$ cat src/logic/vcfr_pkg.sv
package vcfr_pkg;

  // ********************************************************************
  // Register offsets (byte addresses)
  // ********************************************************************
  localparam logic [11:0] VCFR_OFF_LOAD_BYTE = 12'h080; // SRAM load byte port
  localparam logic [11:0] VCFR_OFF_TGC = 12'h084;       // Timing generator control
  localparam logic [11:0] VCFR_OFF_VT_LO = 12'h0b0;     // Vertical total low
  localparam logic [11:0] VCFR_OFF_VT_HI = 12'h0b4;     // Vertical total high
  localparam logic [11:0] VCFR_OFF_FMT = 12'h0d4;       // Pixel format select
  localparam logic [11:0] VCFR_OFF_CTL = 12'h0d8;       // Colour path control
  localparam logic [11:0] VCFR_OFF_STATUS = 12'h0c0;    // Own status register

  // ********************************************************************
  // Reset values
  // ********************************************************************
  localparam logic [7:0] VCFR_RST_TGC = 8'h00;
  localparam logic [7:0] VCFR_RST_VT_LO = 8'h00;
  localparam logic [1:0] VCFR_RST_VT_HI = 2'h0;
  localparam logic [7:0] VCFR_RST_FMT = 8'h00;
  localparam logic [7:0] VCFR_RST_CTL = 8'h00;

  // ********************************************************************
  // Field positions
  // ********************************************************************
  localparam int VCFR_TGC_CKO_LSB = 5;   // Aux clock output select [6:5]
  localparam int VCFR_TGC_CKI_LSB = 3;   // Decoder clock input select [4:3]
  localparam int VCFR_TGC_STEP = 2;      // Read address step pulse
  localparam int VCFR_TGC_RESTART = 1;   // Address restart pulse
  localparam int VCFR_TGC_RUN = 0;       // SRAM run mode
  localparam int VCFR_CTL_GAMMA_STD = 7;
  localparam int VCFR_CTL_BARS = 6;
  localparam int VCFR_CTL_DIFF_DIS = 5;
  localparam int VCFR_CTL_GAMMA_BYP = 4;
  localparam int VCFR_CTL_HW_ODD = 3;
  localparam int VCFR_CTL_HW_EVEN = 2;
  localparam int VCFR_CTL_BY_ODD = 1;
  localparam int VCFR_CTL_BY_EVEN = 0;

  // ********************************************************************
  // Timing and sizes
  // ********************************************************************
  localparam int VCFR_SRAM_DEPTH = 256;          // Timing generator SRAM bytes
  localparam logic [9:0] VCFR_LINES_525 = 10'h20d;
  localparam logic [9:0] VCFR_LINES_625 = 10'h271;
  localparam int VCFR_CLK_LOSS_NS = 1000;        // Pixel clock silence limit
  localparam int VCFR_CLK_PERIOD_NS = 10;
  localparam int VCFR_CLK_LOSS_CYC = VCFR_CLK_LOSS_NS / VCFR_CLK_PERIOD_NS;

  // ********************************************************************
  // Enumerations
  // ********************************************************************
  typedef enum logic [1:0] {
    VCFR_CKO_BASE, VCFR_CKO_XTAL0, VCFR_CKO_PLL, VCFR_CKO_PLL_INV
  } vcfr_cko_t;

  typedef enum logic [1:0] {
    VCFR_CKI_XTAL, VCFR_CKI_PLL, VCFR_CKI_EXT, VCFR_CKI_EXT_INV
  } vcfr_cki_t;

  typedef enum logic [2:0] {
    VCFR_SRC_XTAL, VCFR_SRC_PLL, VCFR_SRC_EXT, VCFR_SRC_EXT_INV, VCFR_SRC_XTAL0
  } vcfr_src_t;

  typedef enum logic [3:0] {
    VCFR_FMT_RGB32 = 4'h0, VCFR_FMT_RGB24 = 4'h1, VCFR_FMT_RGB16 = 4'h2,
    VCFR_FMT_RGB15 = 4'h3, VCFR_FMT_YUY2 = 4'h4, VCFR_FMT_PK411 = 4'h5,
    VCFR_FMT_GRAY = 4'h6, VCFR_FMT_RGB8 = 4'h7, VCFR_FMT_PL422 = 4'h8,
    VCFR_FMT_PL411 = 4'h9, VCFR_FMT_RAW8X = 4'he
  } vcfr_fmt_t;

  // ********************************************************************
  // Carriers
  // ********************************************************************
  typedef struct packed {
    logic [3:0] fmt;          // Active field pixel format
    logic fmt_valid;          // Format code is not reserved
    logic colour_bars;        // Test pattern at formatter input
    logic diffusion_on;       // Error diffusion active (RGB16/15 only)
    logic gamma_remove;       // Gamma removal active
    logic gamma_pal;          // Gamma table / factor select
    logic halfword_exchange;  // Swap 16-bit halves
    logic byte_exchange;      // Swap bytes within halves
  } vcfr_path_t;

  typedef struct packed {
    logic [7:0] addr;         // SRAM byte address
    logic [7:0] wdata;        // Byte to store
    logic wr;                 // Store strobe
    logic run;                // Timing generator run mode
  } vcfr_sram_t;

endpackage : vcfr_pkg

$ cat src/logic/vcfr_regs.sv
// The strobed register port was left to the implementer.
`timescale 1ns/1ps

module vcfr_regs
  import vcfr_pkg::*;
(
  // Clock and reset
  input wire logic sys_clk_i,
  input wire logic rst_i,
  // Register port
  input wire logic [11:0] reg_addr_i,
  input wire logic [7:0] reg_wdata_i,
  input wire logic reg_wr_i,
  input wire logic reg_rd_i,
  output logic [7:0] reg_rdata_o,
  // Decoder context
  input wire logic odd_field_i,       // Current field parity
  input wire logic pal_mode_i,        // Decoder standard is PAL
  input wire logic digital_in_mode_i, // Digital video input active
  input wire logic serial16_mode_i,   // Port in 16-bit serial input mode
  input wire logic pll_awake_i,       // PLL enabled (not sleeping)
  input wire logic ext_clk_edge_i,    // Sampled external pixel clock activity
  // Data into FIFO
  input wire logic [31:0] fifo_data_i,
  output logic [31:0] fifo_data_o,
  // Block controls
  output vcfr_cko_t aux_clock_out_select_o,
  output vcfr_src_t decoder_clock_src_o,
  output logic video_presence_flag_o,
  output logic [9:0] vertical_total_o,
  output vcfr_path_t path_o,
  output vcfr_sram_t sram_o
);

  // ********************************************************************
  // Registers
  // ********************************************************************
  logic [6:0] tgc_ff;         // Stored control bits, bit 7 dropped
  logic [7:0] vt_lo_ff;       // Vertical total low byte
  logic [1:0] vt_hi_ff;       // Vertical total top bits
  logic [7:0] fmt_ff;         // Odd/even format nibbles
  logic [7:0] ctl_ff;         // Colour path control
  logic [7:0] sram_addr_ff;   // SRAM byte pointer
  logic [7:0] sram_mem [VCFR_SRAM_DEPTH]; // Timing generator SRAM
  logic [7:0] rdata_ff;       // Read data, one cycle later
  logic [7:0] loss_cnt_ff;    // Cycles since last pixel clock edge
  logic clk_ok_ff;            // Pixel clock detector output
  logic [31:0] fifo_ff;       // Registered FIFO data
  logic sram_wr_ff;           // Registered store strobe
  logic [7:0] sram_wdata_ff;  // Registered store byte

  // ********************************************************************
  // Decode
  // ********************************************************************
  wire wr_tgc = reg_wr_i && (reg_addr_i == VCFR_OFF_TGC);
  wire wr_lb = reg_wr_i && (reg_addr_i == VCFR_OFF_LOAD_BYTE);
  wire wr_vlo = reg_wr_i && (reg_addr_i == VCFR_OFF_VT_LO);
  wire wr_vhi = reg_wr_i && (reg_addr_i == VCFR_OFF_VT_HI);
  wire wr_fmt = reg_wr_i && (reg_addr_i == VCFR_OFF_FMT);
  wire wr_ctl = reg_wr_i && (reg_addr_i == VCFR_OFF_CTL);
  // Step and restart act only in the write cycle; they never stick
  wire step_pulse = wr_tgc && reg_wdata_i[VCFR_TGC_STEP];
  wire restart_pulse = wr_tgc && reg_wdata_i[VCFR_TGC_RESTART];
  // Restart beats step and store when both land together
  wire [7:0] nxt_sram_addr = restart_pulse ? 8'h00 :
                             (step_pulse || wr_lb) ? 8'(sram_addr_ff + 8'h01) :
                             sram_addr_ff;

  // ********************************************************************
  // Control registers
  // ********************************************************************
  // Bit 7 is never stored so it always reads back zero
  always_ff @(posedge sys_clk_i) begin
    if (rst_i) begin
      tgc_ff <= VCFR_RST_TGC[6:0];
      vt_lo_ff <= VCFR_RST_VT_LO;
      vt_hi_ff <= VCFR_RST_VT_HI;
      fmt_ff <= VCFR_RST_FMT;
      ctl_ff <= VCFR_RST_CTL;
      sram_addr_ff <= 8'h00;
    end else begin
      if (wr_tgc) begin
        tgc_ff <= reg_wdata_i[6:0];
      end
      if (wr_vlo) begin
        vt_lo_ff <= reg_wdata_i;
      end
      if (wr_vhi) begin
        vt_hi_ff <= reg_wdata_i[1:0];
      end
      if (wr_fmt) begin
        fmt_ff <= reg_wdata_i;
      end
      if (wr_ctl) begin
        ctl_ff <= reg_wdata_i;
      end
      sram_addr_ff <= nxt_sram_addr;
    end
  end

  // SRAM store, only allowed in read/write mode
  always_ff @(posedge sys_clk_i) begin
    if (wr_lb && !tgc_ff[VCFR_TGC_RUN]) begin
      sram_mem[sram_addr_ff] <= reg_wdata_i;
    end
  end

  // ********************************************************************
  // Read path
  // ********************************************************************
  wire [7:0] status_word = {6'h00, clk_ok_ff, video_presence_flag_o};
  wire [7:0] rd_mux =
    (reg_addr_i == VCFR_OFF_TGC) ? {1'b0, tgc_ff} :
    (reg_addr_i == VCFR_OFF_LOAD_BYTE) ? sram_mem[sram_addr_ff] :
    (reg_addr_i == VCFR_OFF_VT_LO) ? vt_lo_ff :
    (reg_addr_i == VCFR_OFF_VT_HI) ? {6'h00, vt_hi_ff} :
    (reg_addr_i == VCFR_OFF_FMT) ? fmt_ff :
    (reg_addr_i == VCFR_OFF_CTL) ? ctl_ff :
    (reg_addr_i == VCFR_OFF_STATUS) ? status_word : 8'h00;

  // Unmapped reads return zero
  always_ff @(posedge sys_clk_i) begin
    if (rst_i) begin
      rdata_ff <= 8'h00;
    end else begin
      rdata_ff <= reg_rd_i ? rd_mux : 8'h00;
    end
  end
  assign reg_rdata_o = rdata_ff;

  // ********************************************************************
  // Pixel clock detector
  // ********************************************************************
  // Simple watchdog: clock is lost after a silence of a fixed length
  wire loss_hit = (loss_cnt_ff == 8'(VCFR_CLK_LOSS_CYC));
  always_ff @(posedge sys_clk_i) begin
    if (rst_i) begin
      loss_cnt_ff <= 8'h00;
      clk_ok_ff <= 1'b0;
    end else if (ext_clk_edge_i) begin
      loss_cnt_ff <= 8'h00;
      clk_ok_ff <= 1'b1;
    end else if (loss_hit) begin
      clk_ok_ff <= 1'b0;
    end else begin
      loss_cnt_ff <= 8'(loss_cnt_ff + 8'h01);
    end
  end

  // ********************************************************************
  // Clock selection
  // ********************************************************************
  wire vcfr_cki_t cki = vcfr_cki_t'(tgc_ff[VCFR_TGC_CKI_LSB +: 2]);
  wire ext_sel = (cki == VCFR_CKI_EXT) || (cki == VCFR_CKI_EXT_INV);
  assign aux_clock_out_select_o = vcfr_cko_t'(tgc_ff[VCFR_TGC_CKO_LSB +: 2]);

  always_comb begin
    case (cki)
      VCFR_CKI_XTAL: decoder_clock_src_o = VCFR_SRC_XTAL;
      VCFR_CKI_PLL: decoder_clock_src_o = VCFR_SRC_PLL;
      VCFR_CKI_EXT: decoder_clock_src_o = VCFR_SRC_EXT;
      VCFR_CKI_EXT_INV: decoder_clock_src_o = VCFR_SRC_EXT_INV;
      default: decoder_clock_src_o = VCFR_SRC_XTAL;
    endcase
    // Fallback keeps the decoder alive when the camera is unplugged
    if (ext_sel && !clk_ok_ff) begin
      decoder_clock_src_o = pll_awake_i ? VCFR_SRC_PLL : VCFR_SRC_XTAL0;
    end
  end

  assign video_presence_flag_o = digital_in_mode_i && clk_ok_ff;

  // ********************************************************************
  // Vertical total
  // ********************************************************************
  wire [9:0] vt_prog = {vt_hi_ff, vt_lo_ff};
  wire [9:0] vt_std = pal_mode_i ? VCFR_LINES_625 : VCFR_LINES_525;
  assign vertical_total_o = (vt_prog != 10'h000) ? vt_prog : vt_std;

  // ********************************************************************
  // Colour path per field
  // ********************************************************************
  wire [3:0] fmt_cur = odd_field_i ? fmt_ff[7:4] : fmt_ff[3:0];
  wire hw_cur = odd_field_i ? ctl_ff[VCFR_CTL_HW_ODD] : ctl_ff[VCFR_CTL_HW_EVEN];
  wire by_cur = odd_field_i ? ctl_ff[VCFR_CTL_BY_ODD] : ctl_ff[VCFR_CTL_BY_EVEN];
  wire fmt_ok = (fmt_cur <= 4'h9) || (fmt_cur == 4'he);
  wire rgb16_15 = (fmt_cur == VCFR_FMT_RGB16) || (fmt_cur == VCFR_FMT_RGB15);

  assign path_o.fmt = fmt_cur;
  assign path_o.fmt_valid = fmt_ok;
  assign path_o.colour_bars = ctl_ff[VCFR_CTL_BARS];
  assign path_o.diffusion_on = rgb16_15 && !ctl_ff[VCFR_CTL_DIFF_DIS];
  assign path_o.gamma_remove = !ctl_ff[VCFR_CTL_GAMMA_BYP];
  // Serial mode takes the standard from software, otherwise from decoder
  assign path_o.gamma_pal = serial16_mode_i ? ctl_ff[VCFR_CTL_GAMMA_STD] : pal_mode_i;
  assign path_o.halfword_exchange = hw_cur;
  assign path_o.byte_exchange = by_cur;

  // Swaps compose: both set gives full byte reversal
  wire [31:0] hw_data = hw_cur ? {fifo_data_i[15:0], fifo_data_i[31:16]} : fifo_data_i;
  wire [31:0] by_data = by_cur ? {hw_data[23:16], hw_data[31:24], hw_data[7:0], hw_data[15:8]}
                               : hw_data;

  // Registered FIFO data and SRAM strobes
  always_ff @(posedge sys_clk_i) begin
    if (rst_i) begin
      fifo_ff <= 32'h0000_0000;
      sram_wr_ff <= 1'b0;
      sram_wdata_ff <= 8'h00;
    end else begin
      fifo_ff <= by_data;
      sram_wr_ff <= wr_lb && !tgc_ff[VCFR_TGC_RUN];
      sram_wdata_ff <= reg_wdata_i;
    end
  end
  assign fifo_data_o = fifo_ff;

  assign sram_o.addr = sram_addr_ff;
  assign sram_o.wdata = sram_wdata_ff;
  assign sram_o.wr = sram_wr_ff;
  assign sram_o.run = tgc_ff[VCFR_TGC_RUN];
endmodule : vcfr_regs

$ cat config.mk
export PLATFORM = sky130hd
export DESIGN_NAME = vcfr_regs
export DESIGN_NICKNAME = d
export VERILOG_FILES = /design/src/logic/vcfr_pkg.sv /design/src/logic/vcfr_regs.sv
export SDC_FILE = /design/constraint.sdc
export NUM_CORES = 2
export LEC_CHECK = 0
export BUFFER_PORTS_ARGS = -buffer_cell sky130_fd_sc_hd__buf_2
export CORE_UTILIZATION = 43
export CTS_CLUSTER_DIAMETER = 40
export CTS_CLUSTER_SIZE = 8
export DETAILED_ROUTE_END_ITERATION = 10
export SLEW_MARGIN = 20
export SYNTH_ARGS = -nofsm -noshare
export SYNTH_HDL_FRONTEND = slang
export SYNTH_SLANG_ARGS = --single-unit
export TNS_END_PERCENT = 100
$ cat constraint.sdc
create_clock -name sys_clk_i -period 10.35 [get_ports sys_clk_i]
set_clock_uncertainty 0.2 [all_clocks]
set_input_delay 2.07 -clock sys_clk_i [delete_from_list [all_inputs] [get_ports sys_clk_i]]
set_output_delay 2.07 -clock sys_clk_i [all_outputs]
set_load 0.01 [all_outputs]
* After elaboration in Yosys (flattened, before gate mapping)
Memories as Yosys holds them, arrays and structs flattened. A register that Yosys moved wholly into a read port is not among the register bits. Cells that the tools add are included.
Cells by class: add/sub/neg operators 2, $mul 0, divide/modulo/power cells 0, magnitude comparators 1, equal/unequal tests 14, shift operators 0, muxes and demuxes 24, bitwise gates (word level) 1, reduce and logical (&&, ||, !) cells 27
Operator list (number):
- == test 12 x 8 -> 1 bit (second input constant) | 7
- 2-to-1 mux 32 bit | 2
- 2-to-1 mux 8 bit | 7
- adder 8 x 1 -> 8 bit (second input constant) | 2
- 2-to-1 mux 7 bit | 2
- logical AND 1 bit | 12
- one-hot mux 3 bit (4 select lines) | 1
- 2-to-1 mux 10 bit | 1
- nonzero test 10 bit | 1
- == test 4 x 2 -> 1 bit (second input constant) | 2
- == test 8 x 7 -> 1 bit (second input constant) | 1
- 2-to-1 mux 1 bit | 7
- 2-to-1 mux 3 bit | 2
- OR reduction 2 bit | 3
- == test 2 bit (second input constant) | 2
- == test 4 bit (second input constant) | 1
- less-or-equal comparator 4 bit (second input constant) | 1
- logical NOT 1 bit | 4
- logical OR 1 bit | 4
- 2-to-1 mux 4 bit | 1
- OR reduction 3 bit | 1
- == test 2 x 1 -> 1 bit (second input constant) | 1
- logical NOT 2 bit | 1
- 2-to-1 mux 2 bit | 1
- 2 further kinds | 2
Storage, ports and cells: register bits after elaboration 99, bits in latches 0, bits in writable memories 2048, bits in read-only memories 0, input bits 62, output and inout bits 85, word-level logic and storage cells 83, memories 1
Memory list:
- sram_mem | words 256, bits a word 8, rd ports 1, clocked after memory_dff 1, wr ports 1, RTL line vcfr_regs.sv:44 | logic [7:0] sram_mem [VCFR_SRAM_DEPTH];

* Depth between registers and ports, before layout
word-level depth 8, mapped depth 12, depth with buffers taken out 7

* Least setup slack after synthesis
No wires, ideal clock.
kind input -> output, start input odd_field_i, end output path_o[0] in the netlist's numbering, arrival 3692 ps, data required time 8080 ps, setup slack 4388 ps, stages 6, buffers on the path 4, path through clkbuf_1 -> mux2i_1 -> buf_2 -> buf_2 -> inv_1 -> buf_4
Between the ends: word-level cells in the longest chain between the ends 1
Ends and longest elaborated chain:
- start: declaration | RTL line vcfr_regs.sv:17 | input wire logic odd_field_i,
- 2-to-1 mux 1 bit | RTL line vcfr_regs.sv:185 | wire by_cur = odd_field_i ? ctl_ff[VCFR_CTL_BY_ODD] : ctl_ff[VCFR_CTL_BY_EVEN];
- end: declaration | RTL line vcfr_regs.sv:31 | output vcfr_path_t path_o,
No other way between the ends.

* Worst setup path in the final report
start input reg_addr_i[9], end memory sram_mem[14][6], enable pin
Between the ends: word-level cells in the longest chain between the ends 5
Ends and longest elaborated chain:
- start: declaration | RTL line vcfr_regs.sv:11 | input wire logic [11:0] reg_addr_i,
- == test 12 x 8 -> 1 bit | RTL line vcfr_regs.sv:56 | wire wr_lb = reg_wr_i && (reg_addr_i == VCFR_OFF_LOAD_BYTE);
- logical AND 1 bit | RTL line vcfr_regs.sv:56
- logical AND 1 bit | RTL line vcfr_regs.sv:103 | if (wr_lb && !tgc_ff[VCFR_TGC_RUN]) begin
- 2-to-1 mux 1 bit | RTL line vcfr_regs.sv:103
- 2-to-1 mux 1 bit (implied by the code) | RTL line vcfr_regs.sv:104 | sram_mem[sram_addr_ff] <= reg_wdata_i;
- end: declaration | RTL line vcfr_regs.sv:44
No other way between the ends.

==> results.sh <==
export IMPL_synth_distinct_cells=72
export IMPL_fillerInstances=15200
export IMPL_cts_hold_buf=0
export IMPL_synth_seq_cells=2155
export IMPL_max_vdd_ir_drop_v=0.0001719
export IMPL_outcome="completed"
export IMPL_power_total_mw=20.30
export IMPL_pwr_share_clk_pct=51.6
export IMPL_powerDensity_nw_per_um2=207.6
export IMPL_min_from="tgc_ff[1]"
export IMPL_placed_cells=6659
export IMPL_finish_net_count=4560
export IMPL_period_share_pct=53.35
export IMPL_synth_edff_count=2048
export IMPL_fmax_mhz=181.1
export IMPL_synth_area_um2=84120
export IMPL_cts_tree="built"
export IMPL_grt_first_pass_wirelength_mm=334.8
export IMPL_routabilityCongestion=0.8916
export IMPL_dr_pass1_iters=5
export IMPL_rsz0062_at_grt="false"
export IMPL_rows=161
export IMPL_antenna_found_initial=7
export IMPL_critPathLaunchType="primary input"
export IMPL_end_kind="flip-flop"
export IMPL_crit_fanout=10
export IMPL_leakagePower_nw=29.99
export IMPL_dp_hpwl_mm=142.1
export IMPL_cts_resized=0
export IMPL_ios=147
export IMPL_drtAntennaViolNets=0
export IMPL_syn_area_per_cell_um2=20.20
export IMPL_hold_viol=0
export IMPL_r2r_slack_ns=5.10
export IMPL_min_period_ns=5.522
export IMPL_synthCells=4165
export IMPL_grt_pass1_vias=44270
export IMPL_coreArea_um2=193400
export IMPL_cts_htree_levels=5
export IMPL_ctsLongestPathBuffers=4
export IMPL_clock_sinks=2155
export IMPL_drv_cap=0
export IMPL_layout_commonest_cell="edfxtp_1"
export IMPL_vias=44150
export IMPL_numPortBuffers=146
export IMPL_start_util_pct=43.50
export IMPL_routed_wl_mm=235.1
export IMPL_most_common_layout_cells="2048 x edfxtp_1, 504 x mux4_2, 364 x clkbuf_16"
export IMPL_dieHeight_um=444.3
export IMPL_post_cts_setup_buffer_count=0
export IMPL_ys_flop_type="edfxtp_1"
export IMPL_worst_pin_slew_ns=1.144
export IMPL_fin_setup_tns_ns=0
export IMPL_p_int_mw=16.35
export IMPL_insertion_delay_ns=0.95
export IMPL_instances_no_fill=7189
export IMPL_track_usage_pct=23.81
export IMPL_p_comb_share_pct=1.2
export IMPL_reg2reg_to="reg_rdata_o[0]"
export IMPL_final_core_util_pct=50.57
export IMPL_setup_viol=0
export IMPL_hold_path_cell_count=2
export IMPL_power_frac_seq_pct=47.2
export IMPL_die_x_um=444.3
export IMPL_switching_power_mw=3.954
export IMPL_grt_max_degree=160
export IMPL_avgRoutedWirePerCell_um=32.70
export IMPL_min_path_type="reg -> reg"
export IMPL_slew_viol_final=0
export IMPL_cts_root_buf="clkbuf_16"
export IMPL_syn2layout_area_growth_pct=16.26
export IMPL_yosys_warnings=0
export IMPL_drc_errors=0
export IMPL_relSlewSlack_pct=23.53
export IMPL_globalRoute_totalOverflow=0
export IMPL_switching_share_pct=19.48
export IMPL_clkTransAtPathRegs_ns=0.05
export IMPL_worstPathRequired_ns=10.67
export IMPL_drive_gt1_share_pct=26.01
export IMPL_drtIter0Drc=5309
export IMPL_r2r_cells=9
export IMPL_syn_nets=4233
export IMPL_seq_area_frac_synth_pct=75.65
export IMPL_viasPerCell=6.141
export IMPL_dieArea_um2=197400
export IMPL_critPathKind="in -> reg"
export IMPL_hold_path_end="tgc_ff[1]"
export IMPL_ys_async_sr_fraction_pct=0
export IMPL_cts_inserted_buffers=357
export IMPL_crit_arrival_ns=5.84
[area by class of cell]
type	count	area, um^2	area share [%]
Clock buffer	439	9440	9.652
Tap cell	2526	3161	3.232
Inverter	15	56.30	0.05757
Sequential cell	2155	63660	65.09
Clock inverter	88	897.1	0.9173
Antenna cell	3	7.507	0.007676
Multi-Input combinational cell	1734	19080	19.50
Timing Repair Buffer	229	1508	1.542
[cell families after synthesis]
logic type / after synthesis / synth area share [%]
buffers and inverters: 276 / 1.745
adders and majority gates: 6 / 0.08924
AOI/OAI and AO/OA: 392 / 3.177
muxes: 637 / 15.42
DFF: 2155 / 75.65
and+or+nand+nor: 685 / 3.769
xor gates and xnor gates: 14 / 0.1458
[cells in the mapped netlist, types with 17 or more instances]
cell type     n  area share [%]
nand3_1      67            0.40
buf_6        18            0.24
edfxtp_1   2048              73
nand2_1     136            0.61
mux4_1       17            0.53
buf_2        91            0.54
a22oi_1     150             1.3
dfxtp_1     107             2.5
nor2_1      310             1.4
o2111ai_1    18            0.19
mux4_2      504              13
nor3_1       20            0.12
clkbuf_1    105            0.47
mux2i_1     103             1.2
buf_4        37            0.33
nor4_1       17            0.13
nor2b_1      59            0.44
a21oi_1     121            0.72
[worst max-delay path, cell delays in order]
cell      delay, ns
buf_2          0.10
or4_1          0.58
nor3_2         0.19
and3_1         0.52
nand3b_4       0.25
nor2_1         0.50
nand2_1        0.50
buf_4          0.46
nor2_1         0.63
[stage by stage]
step,setup WS (ns),instance area (um^2),hold WS (ns)
4_1_cts,4.811,97800,0.2670
3_3_place_gp,4.109,87440,0.2505
2_1_floorplan,4.388,84120,0.2300
5_1_grt,4.678,97800,0.2981
3_5_place_dp,4.051,87460,0.2587
6_report,4.828,97800,0.2680
[power groups by stage]
stage          registers (mW)  logic, mW  clock network [mW]
2_1_floorplan            9.74     0.0307                   0
3_3_place_gp             9.73      0.252                   0
3_5_place_dp             9.73      0.252                   0
4_1_cts                  9.57      0.251                10.6
5_1_grt                  9.56      0.263                11.0
6_report                 9.57      0.247                10.5
[sequential cells by signal, indices dropped and copies added, names as in the netlist, 2 cells and up, named ones only]
| name | count |
|---|---|
| sram_mem | 2048 |
| fifo_data_o | 32 |
| ctl_ff | 8 |
| fmt_ff | 8 |
| loss_cnt_ff | 8 |
| reg_rdata_o | 8 |
| sram_addr_ff | 8 |
| sram_wdata_ff | 8 |
| vt_lo_ff | 8 |
| tgc_ff | 7 |
| vt_hi_ff | 2 |
[per-layer routing]
metal  vias to the layer above  global-route usage, %  part of all wire, %
li1                      17860                      -                    -
met1                     23390                  32.85                   40
met2                      2515                  36.81                   47
met3                       385                  6.285                  9.6
met4                         6                  7.969                  3.1
met5                         -                      0                0.014
[how the worst max path moves through the flow]
stage,from,to,slack (ns),cells after the start
finish,reg_addr_i[9],sram_mem[14][6],4.83,9
global route,odd_field_i,path_o[1],4.68,5
CTS,odd_field_i,path_o[1],4.81,5
detailed placement,reg_addr_i[9],sram_mem[151][3],4.05,9
global placement,reg_addr_i[9],sram_mem[78][0],4.11,9
floorplan,odd_field_i,path_o[0],4.39,6
(Power assumes the default switching activity.)
